[src/logic/gdp_pkg.sv]
// Shared constants for the four data registers of three general-purpose ports
package gdp_pkg;

  // ----------------------------------------------------------------
  // Bus and register geometry
  // ----------------------------------------------------------------
  localparam int          AXI_AW        = 8;
  localparam int          AXI_DW        = 32;
  localparam int          REG_W         = 16;
  localparam int          BYTE_W        = 8;

  // ----------------------------------------------------------------
  // Port widths (data bits per register; PC_W is the whole third port)
  // ----------------------------------------------------------------
  localparam int          PA_W          = 10;
  localparam int          PB_W          = 14;
  localparam int          PC_HI_W       = 5;
  localparam int          PC_LO_W       = 16;
  localparam int          PC_W          = 21;

  // ----------------------------------------------------------------
  // Register byte offsets
  // ----------------------------------------------------------------
  localparam logic [7:0]  OFS_PA_DATA   = 8'h00;
  localparam logic [7:0]  OFS_PB_DATA   = 8'h04;
  localparam logic [7:0]  OFS_PC_DATA_H = 8'h08;
  localparam logic [7:0]  OFS_PC_DATA_L = 8'h0c;
  localparam logic [7:0]  OFS_PA_DRIVE  = 8'h10;
  localparam logic [7:0]  OFS_PB_DRIVE  = 8'h14;
  localparam logic [7:0]  OFS_PC_DRV_H  = 8'h18;
  localparam logic [7:0]  OFS_PC_DRV_L  = 8'h1c;

  // ----------------------------------------------------------------
  // Reset values and responses
  // ----------------------------------------------------------------
  localparam logic [15:0] DATA_RESET    = 16'h0000;
  localparam logic [1:0]  RESP_OKAY     = 2'h0;
  localparam logic [1:0]  RESP_SLVERR   = 2'h2;

  // ----------------------------------------------------------------
  // Channel states
  // ----------------------------------------------------------------
  typedef enum logic [0:0] {
    GDP_WS_IDLE = 1'b0,
    GDP_WS_RESP = 1'b1
  } gdp_wstate_t;

  typedef enum logic [0:0] {
    GDP_RS_IDLE = 1'b0,
    GDP_RS_DATA = 1'b1
  } gdp_rstate_t;

endpackage

[src/logic/gdp_port_bits.sv]
// One port data register slice: storage, pin drive and read-back select
`timescale 1ns/1ps
module gdp_port_bits
  import gdp_pkg::*;
#(
  parameter int W = 16
) (
  input  wire logic         clk,
  input  wire logic         rst,
  input  wire logic         wr_en,
  input  wire logic [W-1:0] wr_bit_en,
  input  wire logic [W-1:0] wr_data,
  input  wire logic [W-1:0] dir,
  input  wire logic [W-1:0] alt_sel,
  input  wire logic [W-1:0] pin_in,
  output logic      [W-1:0] rd_val,
  output logic      [W-1:0] pin_out,
  output logic      [W-1:0] pin_oe
);

  logic [W-1:0] data_reg;
  logic [W-1:0] data_next;
  logic [W-1:0] gen_out;

  // ----------------------------------------------------------------
  // Storage
  // ----------------------------------------------------------------
  // Writes always land in storage, whatever the pin mode
  always_comb begin
    data_next = data_reg;
    if (wr_en) begin
      data_next = (data_reg & ~wr_bit_en) | (wr_data & wr_bit_en);
    end
  end

  // Every data bit clears on reset
  always_ff @(posedge clk) begin
    if (rst) begin
      data_reg <= W'(DATA_RESET);
    end else begin
      data_reg <= data_next;
    end
  end

  // ----------------------------------------------------------------
  // Pin drive and read-back
  // ----------------------------------------------------------------
  // Only a port-function output pin is driven from storage
  assign gen_out = dir & ~alt_sel;
  assign pin_out = data_reg;
  assign pin_oe  = gen_out;

  // Port-function input reads the pin, all else reads storage
  assign rd_val  = (dir | alt_sel) == {W{1'b1}} ? data_reg :
                   ((pin_in & ~dir & ~alt_sel) | (data_reg & (dir | alt_sel)));

endmodule

[src/logic/gdp_ports.sv]
// Data registers for three general-purpose ports behind an AXI4-Lite slave
//
// What this block does
// First port has ten pins at bits 9..0; bits 15..10 reserved.
// Second port has fourteen pins at bits 13..0; bits 15..14 reserved.
// Third port: pins 20..16 in high bits 4..0, pins 15..0 in low.
// Each port data register is 16 bits, software readable and writable.
// Output pin drives the written value; read returns stored bit.
// Input pin read returns the live pin level, not storage.
// Input pin writes update storage but leave the pin alone.
// Alternate-function pin reads storage; writes update storage only.
// Reserved bits read zero; software writes only zero to them.
// Every implemented data bit resets to zero.
// Direction and function select arrive per pin from outside.
`timescale 1ns/1ps
module gdp_ports
  import gdp_pkg::*;
(
  input  wire logic                SYS_CLK,
  input  wire logic                RESET,
  // AXI4-Lite write address
  input  wire logic [AXI_AW-1:0]   S_AXI_AWADDR,
  input  wire logic [2:0]          S_AXI_AWPROT,
  input  wire logic                S_AXI_AWVALID,
  output logic                     S_AXI_AWREADY,
  // AXI4-Lite write data
  input  wire logic [AXI_DW-1:0]   S_AXI_WDATA,
  input  wire logic [AXI_DW/8-1:0] S_AXI_WSTRB,
  input  wire logic                S_AXI_WVALID,
  output logic                     S_AXI_WREADY,
  // AXI4-Lite write response
  output logic [1:0]               S_AXI_BRESP,
  output logic                     S_AXI_BVALID,
  input  wire logic                S_AXI_BREADY,
  // AXI4-Lite read address
  input  wire logic [AXI_AW-1:0]   S_AXI_ARADDR,
  input  wire logic [2:0]          S_AXI_ARPROT,
  input  wire logic                S_AXI_ARVALID,
  output logic                     S_AXI_ARREADY,
  // AXI4-Lite read data
  output logic [AXI_DW-1:0]        S_AXI_RDATA,
  output logic [1:0]               S_AXI_RRESP,
  output logic                     S_AXI_RVALID,
  input  wire logic                S_AXI_RREADY,
  // First port pins and per-pin selection
  input  wire logic [PA_W-1:0]     PA_PIN_IN,
  output logic      [PA_W-1:0]     PA_PIN_OUT,
  output logic      [PA_W-1:0]     PA_PIN_OE,
  input  wire logic [PA_W-1:0]     PA_DIR,
  input  wire logic [PA_W-1:0]     PA_ALT_SEL,
  // Second port pins and per-pin selection
  input  wire logic [PB_W-1:0]     PB_PIN_IN,
  output logic      [PB_W-1:0]     PB_PIN_OUT,
  output logic      [PB_W-1:0]     PB_PIN_OE,
  input  wire logic [PB_W-1:0]     PB_DIR,
  input  wire logic [PB_W-1:0]     PB_ALT_SEL,
  // Third port pins and per-pin selection
  input  wire logic [PC_W-1:0]     PC_PIN_IN,
  output logic      [PC_W-1:0]     PC_PIN_OUT,
  output logic      [PC_W-1:0]     PC_PIN_OE,
  input  wire logic [PC_W-1:0]     PC_DIR,
  input  wire logic [PC_W-1:0]     PC_ALT_SEL
);

  // ----------------------------------------------------------------
  // Declarations
  // ----------------------------------------------------------------
  gdp_wstate_t        wstate_reg;
  gdp_rstate_t        rstate_reg;

  logic               aw_held_reg;
  logic               w_held_reg;
  logic [AXI_AW-1:0]  awaddr_reg;
  logic [REG_W-1:0]   wdata_reg;
  logic [1:0]         wstrb_reg;
  logic [1:0]         bresp_reg;
  logic [AXI_DW-1:0]  rdata_reg;
  logic [1:0]         rresp_reg;

  // Handshake qualifiers and write strobes
  logic               aw_take;
  logic               w_take;
  logic               ar_take;
  logic               do_write;
  logic [REG_W-1:0]   strb_bits;

  // Write register selects
  logic               sel_pa;
  logic               sel_pb;
  logic               sel_pch;
  logic               sel_pcl;
  logic               wr_hit;

  logic [REG_W-1:0]   rd_word;
  logic               rd_hit;
  logic [REG_W-1:0]   pa_word;
  logic [REG_W-1:0]   pb_word;
  logic [REG_W-1:0]   pch_word;
  logic [REG_W-1:0]   pcl_word;

  // Per-port read-back values and third-port halves
  logic [PA_W-1:0]    pa_rd;
  logic [PB_W-1:0]    pb_rd;
  logic [PC_HI_W-1:0] pch_rd;
  logic [PC_LO_W-1:0] pcl_rd;
  logic [PC_HI_W-1:0] pch_oe;
  logic [PC_LO_W-1:0] pcl_oe;
  logic [PC_HI_W-1:0] pch_out;
  logic [PC_LO_W-1:0] pcl_out;

  // ----------------------------------------------------------------
  // Write channel handshakes
  // ----------------------------------------------------------------
  // Address and data are taken independently, one of each per write
  assign S_AXI_AWREADY = (wstate_reg == GDP_WS_IDLE) && !aw_held_reg;
  assign S_AXI_WREADY  = (wstate_reg == GDP_WS_IDLE) && !w_held_reg;
  assign aw_take       = S_AXI_AWVALID && S_AXI_AWREADY;
  assign w_take        = S_AXI_WVALID && S_AXI_WREADY;
  assign do_write      = (wstate_reg == GDP_WS_IDLE) && aw_held_reg && w_held_reg;

  // Latch the write address once taken
  always_ff @(posedge SYS_CLK) begin
    if (RESET) begin
      aw_held_reg <= 1'b0;
      awaddr_reg  <= '0;
    end else if (aw_take) begin
      aw_held_reg <= 1'b1;
      awaddr_reg  <= S_AXI_AWADDR;
    end else if (do_write) begin
      aw_held_reg <= 1'b0;
    end
  end

  // Latch the low half of the write data and its strobes
  always_ff @(posedge SYS_CLK) begin
    if (RESET) begin
      w_held_reg <= 1'b0;
      wdata_reg  <= '0;
      wstrb_reg  <= '0;
    end else if (w_take) begin
      w_held_reg <= 1'b1;
      wdata_reg  <= S_AXI_WDATA[REG_W-1:0];
      wstrb_reg  <= S_AXI_WSTRB[1:0];
    end else if (do_write) begin
      w_held_reg <= 1'b0;
    end
  end

  // Byte strobes widen into per-bit enables
  assign strb_bits = {{BYTE_W{wstrb_reg[1]}}, {BYTE_W{wstrb_reg[0]}}};

  // ----------------------------------------------------------------
  // Write decode
  // ----------------------------------------------------------------
  // Only the four data registers accept writes
  always_comb begin
    sel_pa  = 1'b0;
    sel_pb  = 1'b0;
    sel_pch = 1'b0;
    sel_pcl = 1'b0;
    case (awaddr_reg)
      OFS_PA_DATA:   sel_pa  = 1'b1;
      OFS_PB_DATA:   sel_pb  = 1'b1;
      OFS_PC_DATA_H: sel_pch = 1'b1;
      OFS_PC_DATA_L: sel_pcl = 1'b1;
      default:       sel_pa  = 1'b0;
    endcase
  end

  // Unmapped and read-only addresses answer with an error
  assign wr_hit = sel_pa || sel_pb || sel_pch || sel_pcl;

  // Response code is fixed on the edge at which the write lands
  always_ff @(posedge SYS_CLK) begin
    if (RESET) begin
      bresp_reg <= RESP_OKAY;
    end else if (do_write) begin
      bresp_reg <= wr_hit ? RESP_OKAY : RESP_SLVERR;
    end
  end

  // Response state: the write lands on the edge that raises BVALID
  always_ff @(posedge SYS_CLK) begin
    if (RESET) begin
      wstate_reg <= GDP_WS_IDLE;
    end else begin
      case (wstate_reg)
        GDP_WS_IDLE: begin
          if (do_write) begin
            wstate_reg <= GDP_WS_RESP;
          end
        end
        GDP_WS_RESP: begin
          if (S_AXI_BREADY) begin
            wstate_reg <= GDP_WS_IDLE;
          end
        end
        default: wstate_reg <= GDP_WS_IDLE;
      endcase
    end
  end

  // Write answer stands until the master takes it
  assign S_AXI_BVALID = (wstate_reg == GDP_WS_RESP);
  assign S_AXI_BRESP  = bresp_reg;

  // ----------------------------------------------------------------
  // Port slices
  // ----------------------------------------------------------------
  // First port: upper six bits of the write are never stored
  gdp_port_bits #(.W(PA_W)) u_pa (
    .clk       (SYS_CLK),
    .rst       (RESET),
    .wr_en     (do_write && sel_pa),
    .wr_bit_en (strb_bits[PA_W-1:0]),
    .wr_data   (wdata_reg[PA_W-1:0]),
    .dir       (PA_DIR),
    .alt_sel   (PA_ALT_SEL),
    .pin_in    (PA_PIN_IN),
    .rd_val    (pa_rd),
    .pin_out   (PA_PIN_OUT),
    .pin_oe    (PA_PIN_OE)
  );

  // Second port: top two bits are never stored
  gdp_port_bits #(.W(PB_W)) u_pb (
    .clk       (SYS_CLK),
    .rst       (RESET),
    .wr_en     (do_write && sel_pb),
    .wr_bit_en (strb_bits[PB_W-1:0]),
    .wr_data   (wdata_reg[PB_W-1:0]),
    .dir       (PB_DIR),
    .alt_sel   (PB_ALT_SEL),
    .pin_in    (PB_PIN_IN),
    .rd_val    (pb_rd),
    .pin_out   (PB_PIN_OUT),
    .pin_oe    (PB_PIN_OE)
  );

  // Third port, pins 20..16 in the high register
  gdp_port_bits #(.W(PC_HI_W)) u_pch (
    .clk       (SYS_CLK),
    .rst       (RESET),
    .wr_en     (do_write && sel_pch),
    .wr_bit_en (strb_bits[PC_HI_W-1:0]),
    .wr_data   (wdata_reg[PC_HI_W-1:0]),
    .dir       (PC_DIR[PC_W-1:PC_LO_W]),
    .alt_sel   (PC_ALT_SEL[PC_W-1:PC_LO_W]),
    .pin_in    (PC_PIN_IN[PC_W-1:PC_LO_W]),
    .rd_val    (pch_rd),
    .pin_out   (pch_out),
    .pin_oe    (pch_oe)
  );

  // Third port, pins 15..0 in the low register
  gdp_port_bits #(.W(PC_LO_W)) u_pcl (
    .clk       (SYS_CLK),
    .rst       (RESET),
    .wr_en     (do_write && sel_pcl),
    .wr_bit_en (strb_bits),
    .wr_data   (wdata_reg),
    .dir       (PC_DIR[PC_LO_W-1:0]),
    .alt_sel   (PC_ALT_SEL[PC_LO_W-1:0]),
    .pin_in    (PC_PIN_IN[PC_LO_W-1:0]),
    .rd_val    (pcl_rd),
    .pin_out   (pcl_out),
    .pin_oe    (pcl_oe)
  );

  // Join the two halves of the third port
  assign PC_PIN_OUT = {pch_out, pcl_out};
  assign PC_PIN_OE  = {pch_oe, pcl_oe};

  // ----------------------------------------------------------------
  // Read decode
  // ----------------------------------------------------------------
  // Each data register as a full word, reserved bits tied to zero
  assign pa_word  = {{(REG_W-PA_W){1'b0}}, pa_rd};
  assign pb_word  = {{(REG_W-PB_W){1'b0}}, pb_rd};
  assign pch_word = {{(REG_W-PC_HI_W){1'b0}}, pch_rd};
  assign pcl_word = pcl_rd;

  // Address decode; drive views show the enable of each pin
  always_comb begin
    rd_word = '0;
    rd_hit  = 1'b1;
    case (S_AXI_ARADDR)
      OFS_PA_DATA:   rd_word = pa_word;
      OFS_PB_DATA:   rd_word = pb_word;
      OFS_PC_DATA_H: rd_word = pch_word;
      OFS_PC_DATA_L: rd_word = pcl_word;
      OFS_PA_DRIVE:  rd_word = {{(REG_W-PA_W){1'b0}}, PA_PIN_OE};
      OFS_PB_DRIVE:  rd_word = {{(REG_W-PB_W){1'b0}}, PB_PIN_OE};
      OFS_PC_DRV_H:  rd_word = {{(REG_W-PC_HI_W){1'b0}}, pch_oe};
      OFS_PC_DRV_L:  rd_word = pcl_oe;
      default:       rd_hit  = 1'b0;
    endcase
  end

  // ----------------------------------------------------------------
  // Read channel
  // ----------------------------------------------------------------
  // One read at a time; data is sampled on the address edge
  assign S_AXI_ARREADY = (rstate_reg == GDP_RS_IDLE);
  assign ar_take       = S_AXI_ARVALID && S_AXI_ARREADY;

  // Read data and status are captured on the edge that takes the address
  always_ff @(posedge SYS_CLK) begin
    if (RESET) begin
      rdata_reg <= '0;
      rresp_reg <= RESP_OKAY;
    end else if (ar_take) begin
      rdata_reg <= {{(AXI_DW-REG_W){1'b0}}, rd_word};
      rresp_reg <= rd_hit ? RESP_OKAY : RESP_SLVERR;
    end
  end

  // Read state: busy from the address edge until the master takes the answer
  always_ff @(posedge SYS_CLK) begin
    if (RESET) begin
      rstate_reg <= GDP_RS_IDLE;
    end else begin
      case (rstate_reg)
        GDP_RS_IDLE: begin
          if (ar_take) begin
            rstate_reg <= GDP_RS_DATA;
          end
        end
        GDP_RS_DATA: begin
          if (S_AXI_RREADY) begin
            rstate_reg <= GDP_RS_IDLE;
          end
        end
        default: rstate_reg <= GDP_RS_IDLE;
      endcase
    end
  end

  // Read answer stands until the master takes it
  assign S_AXI_RVALID = (rstate_reg == GDP_RS_DATA);
  assign S_AXI_RDATA  = rdata_reg;
  assign S_AXI_RRESP  = rresp_reg;

endmodule

[config.mk]
export PLATFORM = sky130hd
export DESIGN_NAME = gdp_ports
export DESIGN_NICKNAME = d
export VERILOG_FILES = /design/src/logic/gdp_pkg.sv /design/src/logic/gdp_port_bits.sv /design/src/logic/gdp_ports.sv
export SDC_FILE = /design/constraint.sdc
export NUM_CORES = 1
export LEC_CHECK = 0
export ABC_AREA = 1
export ABC_CLOCK_PERIOD_IN_PS = 1510
export BUFFER_PORTS_ARGS = -buffer_cell sky130_fd_sc_hd__buf_2
export CAP_MARGIN = 20
export CORE_AREA = 5 5 125 127
export CTS_CLUSTER_DIAMETER = 120
export CTS_CLUSTER_SIZE = 24
export DETAILED_ROUTE_END_ITERATION = 10
export DIE_AREA = 0 0 130 132
export HOLD_SLACK_MARGIN = 0.05
export MAX_ROUTING_LAYER = met4
export PLACE_DENSITY = 0.73
export SLEW_MARGIN = 20
export SYNTH_ARGS = -nofsm -noshare
export SYNTH_HDL_FRONTEND = slang
export SYNTH_SLANG_ARGS = --single-unit
[constraint.sdc]
create_clock -name SYS_CLK -period 1.51 [get_ports SYS_CLK]
set_input_delay 0.302 -clock SYS_CLK [delete_from_list [all_inputs] [get_ports SYS_CLK]]
set_output_delay 0.302 -clock SYS_CLK [all_outputs]
set_load 0.02 [all_outputs]
==> parameters.txt, run 1 <==
Parameter                              Value

Detailed routing
  Number of DRC markers in iteration 0 ... 538
  First-pass iteration count of the detailed router ... 5
  Wire length after detailed routing ... between 20,000 and 25,000 um
  Total DRC errors in the routed layout ... 0
  Antenna-violating nets left ... 0
  Vias ... 6,605
  Routed via count divided by cell count ... about 4.8
  Per-cell routed wire length ... roughly 16 um

Worst setup path
  Endpoint arrival time on the critical path ... about 1700 ps
  Max incr delay on CP ... ~330 ps
  Critical path launch point type ... flop
  Dominant cell type by count on the critical path ... nor2_1
  Register-to-register setup slack ... 50 ps
  CP Class ... flop to flop
  Max FO, Critical Path ... 10
  Worst path bufs/invs ... 1
  Worst-path cell chain ... inv_2 -> nor2_4 -> nand2_4 -> nor2_1 -> nand3b_2 -> nor2_1 -> a211oi_1
  Type of element capturing the critical path ... flop
  Required time of the critical path ... between 1500 and 2000 ps
  Kind of cell adding the most delay to the critical path ... simple AND/OR/NAND/NOR gates
  Critical-path top delay cell ... dfxtp_2

STA
  Minimum clock period ... 1460 ps
  Tcrit/Tclk final ... 96.9%
  Final number of hold-violating endpoints ... 0
  Number of setup violations in the final report ... 0
  Post-route worst hold slack ... 196 ps
  Final worst clock skew ... approximately 12 ps
  Final count of pins violating max slew ... 0
  FMAX ... between 600 and 700 MHz

Placement
  Buffers added on ports ... 288
  Dpl cell area ... 7160 sq um
  HPWL after detailed placement ... 17,800 um
  Final RePlAce weighted congestion ... roughly 0.97

Yosys
  Area leader, netlist ... dfxtp_1
  Synth Register Bits ... 93
  Multiplexer share of the synthesized area ... 0%
  Post-synthesis share of cell area spent on and, or, nand and nor gates ... around 34%
  Most repeated cell in the gate-level netlist after synthesis ... nor2_1
  Share of Yosys cell area claimed by the top area cell type ... about a third
  Avg Cell Area, Syn ... 6.23 sq um
  Seq/Total Area, Yosys ... between 30% and 40%
  Synth top area cells ... dfxtp_1 34%, nor2_1 12%, nand2_1 12%, o21ai_0 9.6%, inv_1 7.6%
  Synth Area in Compound Gates ... roughly 18%
  Mapped Cells ... 882
  Post-synthesis instance area ... 5500 sq um
  Number of enable flip-flop cells after synthesis ... 0
  Leading cell types by count after synthesis ... 177 x nor2_1, 170 x nand2_1, 111 x inv_1
  Adder-cell area share of the yosys netlist ... 0%
  Number of distinct library cells after synthesis ... 32
  YS warnings ... 0
  Post-Synth XOR/XNOR Area ... 0%
  Ys flop type ... dfxtp_1
  Combinational family with the most area after synthesis ... simple AND/OR/NAND/NOR gates
  Async set-or-reset flop fraction in the synthesized netlist ... 0%

CTS
  Clock tree from TritonCTS ... yes
  CTS hold repair buffers ... 0
  Post-CTS clock slew at the launch and capture registers of the worst setup and hold paths ... roughly 80 ps
  H-tree lvl count ... 3
  Clock buffer count from CTS ... 9
  Buffer depth of the longest clock path ... 2
  Root Buffer Master ... clkbuf_16
  # clock sinks ... between 90 and 100
  Latest clock arrival within the worst-skew pair ... 350 ps

Min path
  Worst hold path type ... input pin to flop

Global routing
  Met3 track utilization from global routing ... 3.89%
  Global-route track usage on met1 ... 33.3%
  Global-route wire length before repair ... 32,300 um
  Via count of the first global-routing pass ... roughly 6,000
  Overall track demand over capacity in global routing ... about a quarter
  Largest net degree at the start of global routing ... 41
  GR Util met2 ... between 30% and 40%
  Initial antenna violation count ... 0
  Busiest layer in global routing ... met2
  Total global routing overflow ... 0

Power and ir drop
  Total chip power ... 6130 uW
  Clock power share ... 39.6%
  Power density relative to cell area ... 803 nW/um^2
  Internal cell power ... 4270 uW
  Leakage power summed over all cells ... 0.00400 uW
  Share of total power in sequential cells ... 42.5%
  Max IR drop VDD ... 0.793 mV
  Gate power share ... roughly 18%
  Sw Ratio ... 30.2%
  Power spent charging and discharging nets ... about 1900 uW

Floorplanning
  Floorplan core area ... 14,300 sq um
  Floorplan die width ... 130 um
  Standard-cell rows ... 44
  IO Pins ... 331
  Die footprint ... 17,200 sq um
  Initial core utilization ... 38.4%
  Die outline height ... around 130 um

Cells and area
  Net count reported at finish ... 1,386
  Antenna diode count ... 0
  Share of layout cells above drive strength 1 ... between 30% and 40%
  Layout fillers ... 1,488
  Share of the core filled with cells in the final layout ... about 53%
  Layout Cell Area excl Fill ... ~7600 sq um
  Area growth syn-to-layout ... 38.9%

Job
  Total of max-cap violations ... 0

Run status
  Result of the run ... finished, final reports clean
==> logic make-up (layout without fill, tap and decap cells) <==
family	Yosys count	after routing
AND/OR/NAND/NOR	437	437
AO/OA/AOI/OAI	187	187
flip-flops	93	93
other	1	18
buffers and inverters	164	456
==> cells in the final DEF, fill, tap and decap left out, types with 5 or more instances in the layout <==
| cell | Yosys | routed |
|---|---|---|
| buf_2 | 8 | 288 |
| nor2_1 | 177 | 176 |
| nand2_1 | 170 | 170 |
| inv_1 | 111 | 109 |
| o21ai_0 | 105 | 98 |
| dfxtp_1 | 93 | 91 |
| a21oi_1 | 54 | 52 |
| nand3_1 | 41 | 40 |
| buf_4 | 22 | 29 |
| o21ai_1 | 14 | 18 |
| nand3b_1 | 18 | 18 |
| conb_1 | 1 | 18 |
| nand2_2 | 11 | 10 |
| clkbuf_16 | 0 | 9 |
| a21oi_2 | 6 | 8 |
| nor2_4 | 5 | 7 |
| a211oi_1 | 6 | 6 |
| inv_2 | 3 | 5 |
| buf_12 | 0 | 5 |
==> path summary, 6_finish.rpt <==
kind / cells after the start / endpoint / from
min reg2reg: 2 / flop / flop
max: 7 / flop / aw_held_reg
max reg2reg: 7 / flop / aw_held_reg
min: 4 / S_AXI_BVALID / S_AXI_BREADY
==> worst reg2reg max path: cells and delay by family (launching register included) <==
kind / cells / cell delay (ps)
compound gates: 1 / 60
flops: 1 / 330
buf+inv: 1 / 50
simple gates: 5 / 900
==> final cells by class <==
cell class / instances / area (sq um) / area share [%]
Inverter: 117 / 439 / 5.75
Tap cell: 184 / 230 / 3.02
Sequential cell: 93 / 1860 / 24.4
Clock inverter: 7 / 92.6 / 1.21
Clock buffer: 9 / 225 / 2.95
Timing Repair Buffer: 323 / 1770 / 23.2
Multi-Input combinational cell: 642 / 3010 / 39.4
==> power groups by stage <==
stage / combinational, uW / sequential [uW] / clock [uW]
after floorplan: 593 / 2650 / 0
after global placement: 1040 / 2650 / 0
after detailed placement: 1050 / 2650 / 0
after CTS: 1060 / 2600 / 2470
after global routing: 1200 / 2620 / 2560
final: 1100 / 2610 / 2420
==> metrics by stage <==
stage	setup TNS (ps)	setup WS [ps]	std cells
4_1_cts	0	10.2	1367
5_1_grt	-60.7	-15.2	1375
3_5_place_dp	-997	-115	1351
2_1_floorplan	0	28.5	899
3_3_place_gp	-388	-48.7	1351
6_report	0	46.9	1375
==> metal layers <==
metal / wire, um / vias to the layer above
met1: 9390 / 2960
met2: 10400 / 248
met4: 326 / 0
met5: 0 / -
met3: 1660 / 23
li1: - / 3374
==> what timing repair did <==
item	CTS	global route
pin swaps	1	3
resized for setup	3	23
setup buffers	0	8
setup endpoints to repair	9	45
Note: power is estimated with default switching activity, not from simulation.
==> inputs of run 2 (changes only) <==
==> constraint.sdc (replaced) <==
create_clock -name SYS_CLK -period 1.51 [get_ports SYS_CLK]
set_input_delay 0.0755 -clock SYS_CLK [delete_from_list [all_inputs] [get_ports SYS_CLK]]
set_output_delay 0.0755 -clock SYS_CLK [all_outputs]
set_load 0.02 [all_outputs]
==> run 2 against run 1 <==
Combinational power increased by 5%. Global-route usage increased by 0.36 points. First-iteration DRC count increased by 3.9%. Core utilization increased by 1.8 points. Clock power decreased by 5%. Critical path depth increased by 1. The run now ends with negative setup slack left. Via count increased by 2.3%. Clock skew increased by 3.2 ps. Register-to-register slack got worse by 50 ps.
==> parameters.txt, run 2 (same netlist as run 1, synthesis figures left out) <==
Parameter                              Value

Placement
  HPWL after detailed placement ... 17,600 um (-1.2%)
  Final RePlAce weighted congestion ... 0.971 (-0.21%)
  Worst-case setup slack after placement ... -12.6 ps (+102 ps)
  Buffers added on ports ... 288 (unchanged)

Worst setup path
  CP Class ... flop to flop
  Startpoint of the worst-slack reg-to-reg timing path ... aw_held_reg
  Register-to-register setup slack ... -3 ps (-50 ps)
  Max FO, Critical Path ... 8 (-2)
  Type of element capturing the critical path ... flop
  Cell depth of the worst flop-to-flop path ... 8 (+1)
  Kind of cell adding the most delay to the critical path ... simple AND/OR/NAND/NOR gates
  Max incr delay on CP ... 350 ps (+20 ps)
  Required time of the critical path ... 1750 ps (+20 ps)
  Worst-path cell chain ... inv_2 -> nor2_4 -> nand2_4 -> nor3_4 -> nand3_4 -> buf_12 -> o21ai_4 -> a21oi_2
  Worst path bufs/invs ... 2 (+1)
  Critical path launch point type ... flop
  Endpoint arrival time on the critical path ... 1760 ps (+70 ps)
  Critical-path top delay cell ... dfxtp_2

Detailed routing
  Routed via count divided by cell count ... 4.83 (+0.65%)
  Vias ... 6,759 (+2.3%)
  First-pass iteration count of the detailed router ... 5 (unchanged)
  Wire length after detailed routing ... 22,200 um (+1.8%)
  Total DRC errors in the routed layout ... 0 (unchanged)
  Number of DRC markers in iteration 0 ... 559 (+3.9%)
  Per-cell routed wire length ... 15.8 um (+0.13%)
  Antenna-violating nets left ... 0 (unchanged)

Floorplanning
  Floorplan die width ... 130 um (unchanged)
  Initial core utilization ... 38.4% (unchanged)
  Standard-cell rows ... 44 (unchanged)
  Die outline height ... 132 um (unchanged)
  IO Pins ... 331 (unchanged)
  Floorplan core area ... 14,300 sq um (unchanged)
  Die footprint ... 17,200 sq um (unchanged)

STA
  Final number of hold-violating endpoints ... 0 (unchanged)
  Number of setup violations in the final report ... 1 (+1)
  Post-route setup TNS ... -3.15 ps (-3.15 ps)
  Unrepaired setup endpoints after global routing ... true
  Tcrit/Tclk final ... 100% (+3.3 points)
  FMAX ... 661 MHz (-3.3%)
  Final count of pins violating max slew ... 0 (unchanged)
  Minimum clock period ... 1510 ps (+50.0 ps)
  Final worst clock skew ... 14.8 ps (+3.18 ps)
  Worst setup margin ... -3.15 ps (-50.0 ps)

Power and ir drop
  Max IR drop VDD ... 0.745 mV (-6.1%)
  Power density relative to cell area ... 770 nW/um^2 (-4.1%)
  Sw Ratio ... 31.4% (+1.2 points)
  Clock power share ... 37.8% (-1.8 points)
  Power spent charging and discharging nets ... 1910 uW (+3.1%)
  Share of total power in sequential cells ... 43.2% (+0.7 points)
  Leakage power summed over all cells ... 0.00411 uW (+2.6%)
  Total chip power ... 6080 uW (-0.78%)
  Internal cell power ... 4170 uW (-2.5%)
  Gate power share ... 19.1% (+1.2 points)

CTS
  Post-CTS clock slew at the launch and capture registers of the worst setup and hold paths ... 80 ps (about the same)
  Clock tree from TritonCTS ... yes
  Buffer depth of the longest clock path ... 2 (unchanged)
  H-tree lvl count ... 3 (unchanged)
  Root Buffer Master ... clkbuf_16
  # clock sinks ... 93 (unchanged)
  Latest clock arrival within the worst-skew pair ... 360 ps (about the same)
  Clock buffer count from CTS ... 9 (unchanged)

Cells and area
  Net count reported at finish ... 1,409 (+1.7%)
  Antenna diode count ... 0 (unchanged)
  Share of the core filled with cells in the final layout ... 55.2% (+1.8 points)
  Share of layout cells above drive strength 1 ... 32.0% (-0.45 points)
  Most common cell after layout, fill and taps aside ... buf_2
  Commonest cells after routing, fill and taps aside ... 289 x buf_2, 175 x nor2_1, 170 x nand2_1, 109 x inv_1, 90 x dfxtp_1
  Layout fillers ... 1,443 (-3.0%)
  Area growth syn-to-layout ... 43.7%

Global routing
  Global-route wire length before repair ... 32,800 um (+1.8%)
  Total global routing overflow ... 0 (unchanged)
  Initial antenna violation count ... 0 (unchanged)
  Overall track demand over capacity in global routing ... 25.2% (+0.36 points)
  Via count of the first global-routing pass ... 6,074 (+3.0%)
  Largest net degree at the start of global routing ... 50 (+22%)

Min path
  Worst Hold Depth ... 3 (-1)
  Worst-case hold path end point ... S_AXI_RVALID
  Worst Min Path Start ... S_AXI_RREADY
  Worst hold path type ... input pin to flop

Run status
  Result of the run ... finished, violations left
  Violations in the final reports ... negative setup slack

Job
  Total of max-cap violations ... 0 (unchanged)
-- run 2: repair_timing --
action                                 in CTS  in global routing
endpoints found under the hold margin      28                  0
resized for setup                           1                 43
hold buffers                               28                  0
pin swaps                                   0                  5
setup buffers                               0                  4
gates cloned                                0                  2
setup endpoints to repair                   3                 44
-- run 2: final cells by class --
class,instances,area [sq um],area share [%]
clock buffers,9,225,2.85
inverters,117,439,5.56
multi-input cells,642,3060,38.7
repair buffers,346,2000,25.4
flip-flops and latches,93,1870,23.6
clock inverters,7,75.1,0.951
well taps,184,230,2.92
-- run 2: worst register-to-register path, stage by stage (launching register included) --
cell and delay, ps:
dfxtp_2 350, inv_2 50, nor2_4 120, nand2_4 110
nor3_4 280, nand3_4 130, buf_12 170, o21ai_4 150
a21oi_2 40
-- run 2: power groups by stage --
stage	logic [uW]	registers [uW]	clock network, uW
global placement	1040	2660	0
detailed placement	1050	2660	0
floorplan	593	2650	0
finish	1160	2620	2300
global route	1270	2630	2420
CTS	1110	2610	2350
-- run 2: worst max-delay path by stage --
stage / start / endpoint / slack, ps / cells past startpoint
2_1_floorplan: S_AXI_RVALID / S_AXI_RVALID / 30 / 5
3_3_place_gp: aw_held_reg / flop / 60 / 7
3_5_place_dp: aw_held_reg / flop / -10 / 7
4_1_cts: aw_held_reg / flop / 9 / 7
5_1_grt: aw_held_reg / flop / -80 / 8
6_report: aw_held_reg / flop / -3 / 8
-- run 2: layer usage --
metal	GRT usage, %	up-vias	part of all wire [%]
met1	33.3	3046	43
met3	4.01	35	7.9
met5	-	-	0
met2	39.9	257	47
met4	6.93	0	2.3
li1	-	3421	-
-- run 2: through the flow --
| stage | hold slack (ps) | instances | area (sq um) |
|---|---|---|---|
| after floorplan | 231 | 899 | 5560 |
| after global placement | 323 | 1348 | 7130 |
| after detailed placement | 330 | 1348 | 7130 |
| after CTS | 52.2 | 1392 | 7720 |
| after global routing | 68.0 | 1398 | 7900 |
| final | 66.7 | 1398 | 7900 |
==> inputs of run 3 (changes only) <==
--- a/config.mk
+++ b/config.mk
@@ -9,14 +9,14 @@
 export ABC_CLOCK_PERIOD_IN_PS = 1510
 export BUFFER_PORTS_ARGS = -buffer_cell sky130_fd_sc_hd__buf_2
 export CAP_MARGIN = 20
-export CORE_AREA = 5 5 125 127
+export CORE_AREA = 2 2 129 131
 export CTS_CLUSTER_DIAMETER = 120
 export CTS_CLUSTER_SIZE = 24
 export DETAILED_ROUTE_END_ITERATION = 10
-export DIE_AREA = 0 0 130 132
+export DIE_AREA = 0 0 131 133
 export HOLD_SLACK_MARGIN = 0.05
 export MAX_ROUTING_LAYER = met4
-export PLACE_DENSITY = 0.73
+export PLACE_DENSITY = 0.66
 export SLEW_MARGIN = 20
 export SYNTH_ARGS = -nofsm -noshare
 export SYNTH_HDL_FRONTEND = slang
==> run 3 against run 2 <==
The flow now finishes without violations. Via count shrank 2.5%. Routed wire length shrank 1.4%. Sequential share of layout area is essentially flat. Register-to-register slack gained 40 ps. Clock power grew 4%. Global-route usage shrank 0.58 points. Design area is essentially flat. Combinational power is essentially flat. Fmax grew 2.7%. Highest routed layer unchanged. Worst setup slack gained 40 ps. First-iteration DRC count shrank 18%.
==> parameters.txt, run 3 (same netlist as run 1, synthesis figures left out) <==
Parameter                              Value

Floorplanning
  Initial core utilization ... 34.0% (-4.4 points)
  Floorplan die width ... 131 um (+0.77%)
  Die footprint ... 17,400 sq um (+1.5%)
  Standard-cell rows ... 47 (+6.8%)
  Floorplan core area ... 16,200 sq um (+13%)
  IO Pins ... 331 (unchanged)
  Die outline height ... 133 um (+0.76%)

Cells and area
  Share of layout cells above drive strength 1 ... 31.1% (-0.86 points)
  Commonest cells after routing, fill and taps aside ... 288 x buf_2, 176 x nor2_1, 170 x nand2_1, 109 x inv_1, 98 x o21ai_0
  Post-Layout Cell Count ... 1,429 (+2.2%)
  Share of the core filled with cells in the final layout ... 48.8% (-6.4 points)
  Layout fillers ... 1,731 (+20%)
  Net count reported at finish ... 1,404 (-0.35%)
  Layout Cell Area excl Fill ... 7890 sq um (about the same)
  Antenna diode count ... 0 (unchanged)
  Area growth syn-to-layout ... 43.6% (about the same)
  Most common cell after layout, fill and taps aside ... buf_2

Detailed routing
  Per-cell routed wire length ... 15.3 um (-3.5%)
  Wire length after detailed routing ... 21,800 um (-1.4%)
  Total DRC errors in the routed layout ... 0 (unchanged)
  First-pass iteration count of the detailed router ... 5 (unchanged)
  Routed via count divided by cell count ... 4.61 (-4.6%)
  Number of DRC markers in iteration 0 ... 460 (-18%)
  Vias ... 6,590 (-2.5%)
  Antenna-violating nets left ... 0 (unchanged)

STA
  Final count of pins violating max slew ... 0 (unchanged)
  Post-route setup TNS ... 0 ps (+3.15 ps)
  Final number of hold-violating endpoints ... 0 (unchanged)
  Tcrit/Tclk final ... 97.6% (-2.6 points)
  Number of setup violations in the final report ... 0 (-1)
  FMAX ... 679 MHz (+2.7%)
  Unrepaired setup endpoints after global routing ... true
  Minimum clock period ... 1470 ps (-39.9 ps)
  Worst-margin pin slew ... 511 ps
  Final worst clock skew ... 8.17 ps (-6.66 ps)
  Worst relative slew slack ... 65.9%

Worst setup path
  Startpoint of the most critical setup path ... aw_held_reg
  CP Class ... flop to flop
  Max FO, Critical Path ... 8 (unchanged)
  Cell depth of the worst flop-to-flop path ... 8 (unchanged)
  Startpoint of the worst-slack reg-to-reg timing path ... aw_held_reg
  Critical path launch point type ... flop
  Endpoint arrival time on the critical path ... 1710 ps (-50 ps)
  Type of element capturing the critical path ... flop
  Required time of the critical path ... 1750 ps (about the same)

Global routing
  Largest net degree at the start of global routing ... 37 (-26%)
  Overall track demand over capacity in global routing ... 24.6% (-0.58 points)
  Via count of the first global-routing pass ... 5,724 (-5.8%)
  Global-route wire length before repair ... 31,400 um (-4.3%)
  Total global routing overflow ... 0 (unchanged)
  Initial antenna violation count ... 0 (unchanged)

CTS
  # clock sinks ... 93 (unchanged)
  H-tree lvl count ... 3 (unchanged)
  Post-CTS clock slew at the launch and capture registers of the worst setup and hold paths ... 70 ps (about the same)
  Clock tree from TritonCTS ... yes
  Latest clock arrival within the worst-skew pair ... 350 ps (about the same)
  Root Buffer Master ... clkbuf_16
  Clock buffer count from CTS ... 9 (unchanged)
  Buffer depth of the longest clock path ... 2 (unchanged)

Power and ir drop
  Leakage power summed over all cells ... 0.00407 uW (-0.80%)
  Total chip power ... 6160 uW (+1.4%)
  Max IR drop VDD ... 0.607 mV (-18%)
  Power density relative to cell area ... 781 nW/um^2 (+1.5%)

Placement
  Dpl cell area ... 7130 sq um (about the same)
  Buffers added on ports ... 288 (unchanged)
  Dpl cells ... 1,380 (+2.4%)
  Final RePlAce weighted congestion ... 0.950 (-2.2%)
  HPWL after detailed placement ... 17,300 um (-1.5%)

Min path
  Worst Hold Depth ... 3 (unchanged)
  Worst Min Path Start ... S_AXI_ARADDR[6]
  Worst hold path type ... input pin to flop

Run status
  Result of the run ... finished, final reports clean

Job
  Total of max-cap violations ... 0 (unchanged)
## run 3: layer usage
| layer | track usage [%] | share of wire (%) | vias up |
|---|---|---|---|
| met2 | 39.0 | 48 | 228 |
| met1 | 32.2 | 44 | 2935 |
| met5 | - | 0 | - |
| li1 | - | - | 3409 |
| met3 | 5.50 | 6.9 | 18 |
| met4 | 4.96 | 1.1 | 0 |
## run 3: power by group
group          total [uW]  internal, uW  switching, uW  leakage [uW]
Sequential           2620          2530           89.4      0.000757
Combinational        1140           446            695       0.00316
Clock                2400          1390           1010      0.000157
Total                6160          4370           1790       0.00407
## run 3: final cells by class
class                           count  area (sq um)  share of cell area (%)
Timing Repair Buffer              340          1950                    24.7
Clock buffer                       11           253                    3.20
Clock inverter                      5          65.1                   0.824
Tap cell                          220           275                    3.49
Sequential cell                    93          1870                    23.6
Inverter                          117           445                    5.64
Multi-Input combinational cell    643          3040                    38.5
## run 3: critical path, stage by stage (launching register included)
cell	delay, ps
dfxtp_2	340
inv_2	50
nor2_4	110
nand2_4	110
nor3_4	220
buf_6	140
nand3_4	130
o21ai_0	210
a21oi_1	50
## run 3: what timing repair did
item,4_1_cts,5_1_grt
cloned,0,1
pin swaps,0,5
endpoints found under the setup margin,3,52
resized for setup,0,31
buffers inserted,0,3
hold buffers,29,0
endpoints found under the hold margin,29,0
## run 3: metrics by stage
stage	hold slack, ps	setup slack [ps]
floorplan	231	28.5
global placement	328	42.4
detailed placement	330	-2.28
CTS	93.4	-4.39
global route	118	-80.2
finish	108	36.8
## run 3: path summary, 6_finish.rpt
kind / end / slack [ps]
max: flop / 40
min: S_AXI_RRESP[1] / 110
max reg2reg: flop / 40
min reg2reg: S_AXI_RDATA[3] / 460
